**config.mk**
```make
export PLATFORM = sky130hd
export DESIGN_NAME = sitd_regs
export DESIGN_NICKNAME = d
export VERILOG_FILES = /design/src/sitd_pkg.sv /design/src/sitd_regs.sv
export SDC_FILE = /design/constraint.sdc
export NUM_CORES = 1
export LEC_CHECK = 0
export BUFFER_PORTS_ARGS = -buffer_cell sky130_fd_sc_hd__buf_2
export CAP_MARGIN = 5
export CORE_UTILIZATION = 29
export CTS_BUF_LIST = sky130_fd_sc_hd__clkbuf_8
export DETAILED_ROUTE_END_ITERATION = 8
export PLACE_DENSITY = 0.53
export SYNTH_ARGS = -nofsm -noshare
export SYNTH_HDL_FRONTEND = slang
export SYNTH_SLANG_ARGS = --single-unit
```
**constraint.sdc**
```tcl
create_clock -name mclk -period 3.35 [get_ports mclk]
set_input_delay 0.1675 -clock mclk [delete_from_list [all_inputs] [get_ports mclk]]
set_output_delay 0.1675 -clock mclk [all_outputs]
set_load 0.02 [all_outputs]
```
**src/sitd_pkg.sv**
```systemverilog
// Package for the I2C timing and data-path register slice.
// Assumes a 250 MHz core clock and an oscillator period of 40 ns.
package sitd_pkg;
  // Register offsets
  localparam logic [7:0] OFS_CLK_HIGH = 8'h18;
  localparam logic [7:0] OFS_CLK_LOW = 8'h19;
  localparam logic [7:0] OFS_DP_OPT2 = 8'h1a;
  localparam logic [7:0] OFS_BIST_ERR = 8'h1b;
  // Reset values
  localparam logic [7:0] RST_CLK_HIGH = 8'h7f;
  localparam logic [7:0] RST_CLK_LOW = 8'h7f;
  localparam logic [7:0] RST_BIST_ERR = 8'h00;
  localparam logic RST_WIDE_MODE = 1'b0;
  localparam logic RST_SURROUND = 1'b0;
  // Field positions in the data-path options register
  localparam int BIT_SECOND_AUDIO = 3;
  localparam int BIT_WIDE_MODE = 1;
  localparam int BIT_SURROUND = 0;
  // Timing
  localparam int CLK_PERIOD_PS = 4000;
  localparam int OSC_PERIOD_PS = 40000;
  localparam int OSC_CYCLES = (OSC_PERIOD_PS + CLK_PERIOD_PS - 1) / CLK_PERIOD_PS;
  localparam logic [11:0] OSC_CYC = 12'(OSC_CYCLES);
  localparam logic [11:0] EXTRA_PERIODS = 12'h005;
  localparam logic [7:0] ERR_MAX = 8'hff;
  localparam int PHASE_W = 12;
  // Master clock phases, Gray coded
  typedef enum logic [1:0] {
    SITD_IDLE = 2'b00,
    SITD_LOW = 2'b01,
    SITD_HIGH = 2'b11
  } sitd_state_t;
endpackage : sitd_pkg

```
**src/sitd_regs.sv**
```systemverilog
// Register slice 0x18..0x1b: I2C master clock timing, data-path options,
// back-channel self-test error counter.
// Assumes the I2C slave decoder supplies single-cycle register strobes on mclk.
`timescale 1ns/10ps
`default_nettype none

module sitd_regs #(
  parameter int DATA_W = 8
) (
  input wire logic mclk,
  input wire logic sys_rst,
  // Register access from the I2C slave
  input wire logic [7:0] regAddr,
  input wire logic regWrEn,
  input wire logic [DATA_W-1:0] regWrData,
  output logic [DATA_W-1:0] regRdData,
  // Local I2C master clock pin (open drain)
  input wire logic masterRun,
  input wire logic sclIn,
  output logic sclOut,
  output logic sclOe,
  output logic sclHighPhase,
  // Back-channel slave clock stretching
  input wire logic slaveStretchReq,
  input wire logic slaveDataReady,
  output logic slaveSclHold,
  // Auxiliary audio control from the bridge configuration register
  input wire logic strap_pin_zero,
  input wire logic auxAudioWrEn,
  input wire logic auxAudioWrData,
  output logic auxAudioEn,
  // Data path options
  input wire logic [1:0] i2sChanSel,
  input wire logic repeaterMode,
  input wire logic inbandModeValid,
  input wire logic inbandSurround,
  output logic wide_serial_mode,
  output logic surroundEn,
  output logic dataIslandOnly,
  output logic [1:0] audioChanSel,
  // Self-test error counting
  input wire logic bistActive,
  input wire logic bistStart,
  input wire logic errCountClear,
  input wire logic bcCrcError
);

  // Phase length in core cycles: (field + 5) oscillator periods
  function automatic logic [sitd_pkg::PHASE_W-1:0] phase_cycles(input logic [7:0] field);
    phase_cycles = 12'(({4'h0, field} + sitd_pkg::EXTRA_PERIODS) * sitd_pkg::OSC_CYC);
  endfunction : phase_cycles

  logic [7:0] highCount_reg, highCount_next;
  logic [7:0] lowCount_reg, lowCount_next;
  logic wideMode_reg, wideMode_next;
  logic surround_reg, surround_next;
  logic [7:0] errCount_reg, errCount_next;
  logic auxAudio_reg, auxAudio_next;
  logic strapPending_reg, strapPending_next;
  logic [1:0] sclSync_reg, sclSync_next;
  logic [1:0] strapSync_reg, strapSync_next;
  sitd_pkg::sitd_state_t state_reg, state_next;
  logic [sitd_pkg::PHASE_W-1:0] phaseCnt_reg, phaseCnt_next;
  logic [sitd_pkg::PHASE_W-1:0] setupCnt_reg, setupCnt_next;
  logic setupRun_reg, setupRun_next;
  logic hold_reg, hold_next;
  logic sclOe_reg, sclOe_next;
  logic highPhase_reg, highPhase_next;
  logic [DATA_W-1:0] rdData_reg, rdData_next;
  logic surroundEff_reg, surroundEff_next;
  logic dataIsland_reg, dataIsland_next;
  logic [1:0] chanSel_reg, chanSel_next;

  // Next-state logic for all register groups
  always_comb begin
    highCount_next = highCount_reg;
    lowCount_next = lowCount_reg;
    wideMode_next = wideMode_reg;
    surround_next = surround_reg;
    errCount_next = errCount_reg;
    auxAudio_next = auxAudio_reg;
    strapPending_next = 1'b0;
    state_next = state_reg;
    phaseCnt_next = phaseCnt_reg;
    setupCnt_next = setupCnt_reg;
    setupRun_next = setupRun_reg;
    hold_next = hold_reg;
    sclOe_next = sclOe_reg;
    highPhase_next = 1'b0;
    // Strap and pin inputs are asynchronous, so two stages before use
    sclSync_next = {sclSync_reg[0], sclIn};
    strapSync_next = {strapSync_reg[0], strap_pin_zero};

    // Register writes; reserved bits of 0x1a are simply not stored
    if (regWrEn) begin
      case (regAddr)
        sitd_pkg::OFS_CLK_HIGH: highCount_next = regWrData[7:0];
        sitd_pkg::OFS_CLK_LOW: lowCount_next = regWrData[7:0];
        sitd_pkg::OFS_DP_OPT2: begin
          wideMode_next = regWrData[sitd_pkg::BIT_WIDE_MODE];
          surround_next = regWrData[sitd_pkg::BIT_SURROUND];
        end
        default: ;
      endcase
    end

    // Strap is caught once, right after reset release
    if (strapPending_reg) begin
      auxAudio_next = strapSync_reg[1];
    end else if (auxAudioWrEn) begin
      auxAudio_next = auxAudioWrData;
    end

    // Error counter: an error in the clearing cycle still counts as one
    if (bistStart || errCountClear) begin
      errCount_next = (bistActive && bcCrcError) ? 8'h01 : 8'h00;
    end else if (bistActive && bcCrcError && errCount_reg != sitd_pkg::ERR_MAX) begin
      errCount_next = errCount_reg + 8'h01;
    end

    // Master clock generator; high time counts only once the pin is seen high
    case (state_reg)
      sitd_pkg::SITD_IDLE: begin
        sclOe_next = 1'b0;
        if (masterRun) begin
          state_next = sitd_pkg::SITD_LOW;
          sclOe_next = 1'b1;
          phaseCnt_next = phase_cycles(lowCount_reg);
        end
      end
      sitd_pkg::SITD_LOW: begin
        if (phaseCnt_reg > 12'h001) begin
          phaseCnt_next = phaseCnt_reg - 12'h001;
        end else begin
          state_next = sitd_pkg::SITD_HIGH;
          sclOe_next = 1'b0;
          phaseCnt_next = phase_cycles(highCount_reg);
        end
      end
      sitd_pkg::SITD_HIGH: begin
        highPhase_next = 1'b1;
        // A slave stretching the clock holds the count
        if (sclSync_reg[1]) begin
          if (phaseCnt_reg > 12'h001) begin
            phaseCnt_next = phaseCnt_reg - 12'h001;
          end else if (masterRun) begin
            state_next = sitd_pkg::SITD_LOW;
            sclOe_next = 1'b1;
            phaseCnt_next = phase_cycles(lowCount_reg);
          end else begin
            state_next = sitd_pkg::SITD_IDLE;
          end
        end
      end
      default: begin
        state_next = sitd_pkg::SITD_IDLE;
        sclOe_next = 1'b0;
      end
    endcase

    // Slave stretch: hold SCL, then give SDA the low-time setup before release
    if (slaveStretchReq) begin
      hold_next = 1'b1;
    end
    if (hold_reg && slaveDataReady && !setupRun_reg) begin
      setupRun_next = 1'b1;
      setupCnt_next = phase_cycles(lowCount_reg);
    end else if (setupRun_reg) begin
      if (setupCnt_reg > 12'h001) begin
        setupCnt_next = setupCnt_reg - 12'h001;
      end else begin
        setupRun_next = 1'b0;
        hold_next = slaveStretchReq;
      end
    end

    // In-band detection in a repeater wins over the register bit
    surroundEff_next = (repeaterMode && inbandModeValid) ? inbandSurround : surround_reg;
    dataIsland_next = surroundEff_next;
    chanSel_next = i2sChanSel;

    // Read data registered one cycle behind the address
    rdData_next = '0;
    case (regAddr)
      sitd_pkg::OFS_CLK_HIGH: rdData_next[7:0] = highCount_reg;
      sitd_pkg::OFS_CLK_LOW: rdData_next[7:0] = lowCount_reg;
      sitd_pkg::OFS_DP_OPT2: begin
        rdData_next[sitd_pkg::BIT_SECOND_AUDIO] = auxAudio_reg;
        rdData_next[sitd_pkg::BIT_WIDE_MODE] = wideMode_reg;
        rdData_next[sitd_pkg::BIT_SURROUND] = surround_reg;
      end
      sitd_pkg::OFS_BIST_ERR: rdData_next[7:0] = errCount_reg;
      default: rdData_next = '0;
    endcase
  end

  // Strap synchroniser stays out of reset, so it already holds the pin level at release
  always_ff @(posedge mclk) begin
    strapSync_reg <= strapSync_next;
  end

  // Register fields, strap capture and read data
  always_ff @(posedge mclk) begin
    if (sys_rst) begin
      highCount_reg <= sitd_pkg::RST_CLK_HIGH;
      lowCount_reg <= sitd_pkg::RST_CLK_LOW;
      wideMode_reg <= sitd_pkg::RST_WIDE_MODE;
      surround_reg <= sitd_pkg::RST_SURROUND;
      errCount_reg <= sitd_pkg::RST_BIST_ERR;
      // Cleared here, then loaded from the strap at the first edge after release
      auxAudio_reg <= 1'b0;
      strapPending_reg <= 1'b1;
      // Read data starts at zero so the first read after reset is clean
      rdData_reg <= '0;
    end else begin
      highCount_reg <= highCount_next;
      lowCount_reg <= lowCount_next;
      wideMode_reg <= wideMode_next;
      surround_reg <= surround_next;
      errCount_reg <= errCount_next;
      auxAudio_reg <= auxAudio_next;
      strapPending_reg <= strapPending_next;
      rdData_reg <= rdData_next;
    end
  end

  // Master clock generator state
  always_ff @(posedge mclk) begin
    if (sys_rst) begin
      // Synchroniser idles high, like the pulled-up pin, so no false fall after reset
      sclSync_reg <= 2'b11;
      state_reg <= sitd_pkg::SITD_IDLE;
      phaseCnt_reg <= '0;
      sclOe_reg <= 1'b0;
      highPhase_reg <= 1'b0;
    end else begin
      sclSync_reg <= sclSync_next;
      state_reg <= state_next;
      phaseCnt_reg <= phaseCnt_next;
      sclOe_reg <= sclOe_next;
      highPhase_reg <= highPhase_next;
    end
  end

  // Back-channel clock stretch state
  always_ff @(posedge mclk) begin
    // A reset drops the hold; a slave in mid-access has to start over
    if (sys_rst) begin
      setupCnt_reg <= '0;
      setupRun_reg <= 1'b0;
      hold_reg <= 1'b0;
    end else begin
      setupCnt_reg <= setupCnt_next;
      setupRun_reg <= setupRun_next;
      hold_reg <= hold_next;
    end
  end

  // Data path options, one cycle behind their sources
  always_ff @(posedge mclk) begin
    if (sys_rst) begin
      surroundEff_reg <= 1'b0;
      dataIsland_reg <= 1'b0;
      chanSel_reg <= 2'b00;
    end else begin
      surroundEff_reg <= surroundEff_next;
      dataIsland_reg <= dataIsland_next;
      chanSel_reg <= chanSel_next;
    end
  end

  // Open drain: the pin is only ever pulled low
  assign sclOut = 1'b0;
  assign sclOe = sclOe_reg;
  assign sclHighPhase = highPhase_reg;
  assign slaveSclHold = hold_reg;
  assign auxAudioEn = auxAudio_reg;
  assign wide_serial_mode = wideMode_reg;
  assign surroundEn = surroundEff_reg;
  assign dataIslandOnly = dataIsland_reg;
  assign audioChanSel = chanSel_reg;
  assign regRdData = rdData_reg;

endmodule : sitd_regs

`default_nettype wire

```
==> run_results.csv <==
group,metric,value,unit
yosys,synth_top_family_by_area,"compound AO/OA/AOI/OAI gates",
placed_design,port_buffers,51,
sta,setup_viol,0,
grt,top_usage_layer,"met2",
routing,drt-pass1-iter-count,4,
power,cellPowerDensity,586,nW/um2
placed_design,hpwl,9040,um
yosys,synth_edf_count,0,
power,seqPwrFrac,0.354,
floorplanning,dieArea,16500,um2
routing,drt_iter0_drc,226,
power,p_int,0.00193,W
yosys,syn_area_per_cell,8.50,um2
yosys,synth_top_area_share,0.315,
floorplanning,coreArea,15400,um2
clocking,clkSinkCount,73,
sta,final.setup_skew,16.1,ps
grt,met3_usage,0.0328,
yosys,synth_cells,546,
yosys,synth_seq_cells,73,
cells_and_area,diodes,0,
grt,grt_usage,0.151,
power,clkPwrFrac,0.251,
sta,fmax,322,MHz
power,peakVddDrop,0.000239,V
worst_hold_path,hold_class,"primary input to flop",
floorplanning,fp.dieW,129,um
grt,grt_pass1_vias,4002,
placed_design,routabilityCongestion,0.847,
cells_and_area,nFillCells,1653,
clocking,worstSkewPairLatency,370,ps
setup_path,end_kind,"flop",
sta,report.final.hold_viol_count,0,
floorplanning,initial_core_util,0.301,
clocking,h-tree-depth,3,
routing,wl,12000,um
yosys,synth.largest_area_cell,"dfxtp_1",
yosys,yosysWarningCount,0,
yosys,synth_compound_area_frac,0.218,
power,p_comb_frac,0.395,
grt,grt_max_degree,46,
grt,antenna_found_initial,0,
yosys,synthesis.nets,615,
setup_path,cp_num_buf_inv,0,
yosys,ys_seq_area_frac,0.315,
setup_path,path_max_fanout,5,
yosys,synthMuxAreaShare,0.0429,
cells_and_area,synthToLayoutAreaGrowth,15.2,%
routing,drc,0,
yosys,synthArstFlopShare,0,
sta,final.min_clock_period,3110,ps
yosys,synthDistinctLibCells,68,
clocking,ctsRootBufferMaster,"clkbuf_8",
clocking,cts_tree,"done",
yosys,synth_ff_type,"dfxtp_1",
setup_path,cp.required,3590,ps
setup_path,timing.critical_path.mode_cell,"ha_1",
clocking,path_clk_slew,90,ps
setup_path,critPathTopFamily,"compound AO/OA/AOI/OAI gates",
flow_run,cap_viol_max_count,0,
grt,grtUsageMet1,0.193,
sta,relSlewSlack,0.577,
cells_and_area,drive_above_1_share,0.155,
yosys,netlist_top_cells_count,"dfxtp_1, nor2_1, a21oi_1, ha_1, o21ai_0",
power,p_switching,0.00120,W
yosys,synth_xor_xnor_area_share,0.0766,
setup_path,cp.arrival,3340,ps
setup_path,worstPathCellList,"ha_1 > o2111a_1 > xor2_1 > ha_1 > ha_1 > o21ai_0 > o21a_1 > o311ai_0 > a21oi_1 > o21ai_0 > a21oi_1",
routing,vias,4147,
sta,fin_setup_tns,0,ps
yosys,synth_area,4640,um2
grt,overflow,0,
setup_path,slowest_delay,450,ps
power,swShare,0.385,
sta,drv_slew,0,
setup_path,setup.worst_path.start_class,"flop",
sta,rsz0062_at_grt,"no",
yosys,synthMostInstantiatedCell,"dfxtp_1",
grt,grt.met2_usage,0.249,
cells_and_area,final_core_util,0.346,
power,leakagePower,2.22,nW
yosys,synth_area_leaders,"dfxtp_1, ha_1, nor2_1",
clocking,clock_path_buffers,2,
grt,grt_first_pass_wirelength,19500,um
routing,viasPerCell,5.16,
outcome,status,"completed",
setup_path,critPathSlowestCell,"o311ai_0",
yosys,synthAdderAreaFrac,0.0949,
yosys,synth-simple-area-share,0.216,
routing,wl_per_cell,14.9,um
setup_path,critPathKind,"flop to flop",
cells_and_area,fin_nets,657,
floorplanning,fp-row-count,45,
clocking,cts_buffers,9,
routing,ant_nets,0,
sta,tightest_slew,635,ps
floorplanning,fp.dieH,129,um
floorplanning,ios,53,
sta,period_share,0.928,
## power groups by stage
stage,registers [W],logic (W),clock network [W]
floorplan,0.00110,0.000970,0
global placement,0.00112,0.00122,0
detailed placement,0.00112,0.00122,0
CTS,0.00110,0.00123,0.000813
global route,0.00112,0.00137,0.000853
finish,0.00111,0.00124,0.000786
## path summary, 6_finish.rpt
path	startpoint	to	slack, ps	depth (start not counted)
max	lowCount_reg[0]	setupCnt_reg[11]	240	11
min	i2sChanSel[1]	audioChanSel[1]	20	2
max reg2reg	lowCount_reg[0]	setupCnt_reg[11]	240	11
min reg2reg	strapSync_reg[0]	strapSync_reg[1]	330	0
## layout by cell type (no fill, tap or decap), types with 7 or more instances in the layout
| master | count |
|---|---|
| buf_2 | 51 |
| and3_1 | 12 |
| o22ai_1 | 7 |
| nand2_1 | 22 |
| a211o_1 | 14 |
| clkbuf_8 | 9 |
| mux2i_1 | 12 |
| xnor2_1 | 21 |
| xor2_1 | 17 |
| nor3_1 | 14 |
| nand3_1 | 11 |
| a211oi_1 | 8 |
| o21ai_0 | 25 |
| ha_1 | 32 |
| or3_1 | 10 |
| dfxtp_1 | 73 |
| a21oi_1 | 37 |
| nor2b_1 | 14 |
| inv_1 | 12 |
| nor2_1 | 63 |
| a31oi_1 | 14 |
## layer usage
layer,up-vias,wire (um),share of wire
met5,-,0,0
met2,106,5540,0.46
met3,13,570,0.047
li1,2088,-,-
met4,0,206,0.017
met1,1940,5700,0.47
## cell type report
class                      instances  area [um2]  area share
sequential                        73        1460       0.273
inverter                          12        45.0     0.00843
tap                              211         264      0.0494
clock inverter                     7        95.1      0.0178
multi-input combinational        431        3020       0.564
clock buffer                       9         124      0.0232
timing repair buffer              61         340      0.0637
## repair_timing
action                     4_1_cts  5_1_grt
setup endpoints to repair        0        1
resized for setup                0        1
hold buffers                     4        0
buffers inserted                 0        0
hold endpoints to repair         4        0
## worst reg2reg max path, cell delays in order (launching register included)
cell and delay [ps]:
dfxtp_1 430, ha_1 230, o2111a_1 230, xor2_1 210, ha_1 270, ha_1 350
o21ai_0 150, o21a_1 210, o311ai_0 450, a21oi_1 140, o21ai_0 210, a21oi_1 80
## through the flow
stage               hold WS [ps]  power (W)  setup slack, ps  cell area [um2]  cells
floorplan                    195    0.00207              545             4640    546
CTS                         7.36    0.00315              277             5340    804
finish                      24.8    0.00313              243             5350    804
detailed placement           278    0.00235              312             5080    784
global placement             276    0.00235              370             5080    784
global route                9.76    0.00335             43.1             5350    804
## cell families after synthesis
logic type      count (synthesis)
xor+xnor                       39
buf+inv                        42
simple gates                  191
other cells                     1
compound gates                150
mux                            16
fa+ha+maj                      34
flops                          73
Note: power is estimated with default switching activity, not from simulation.
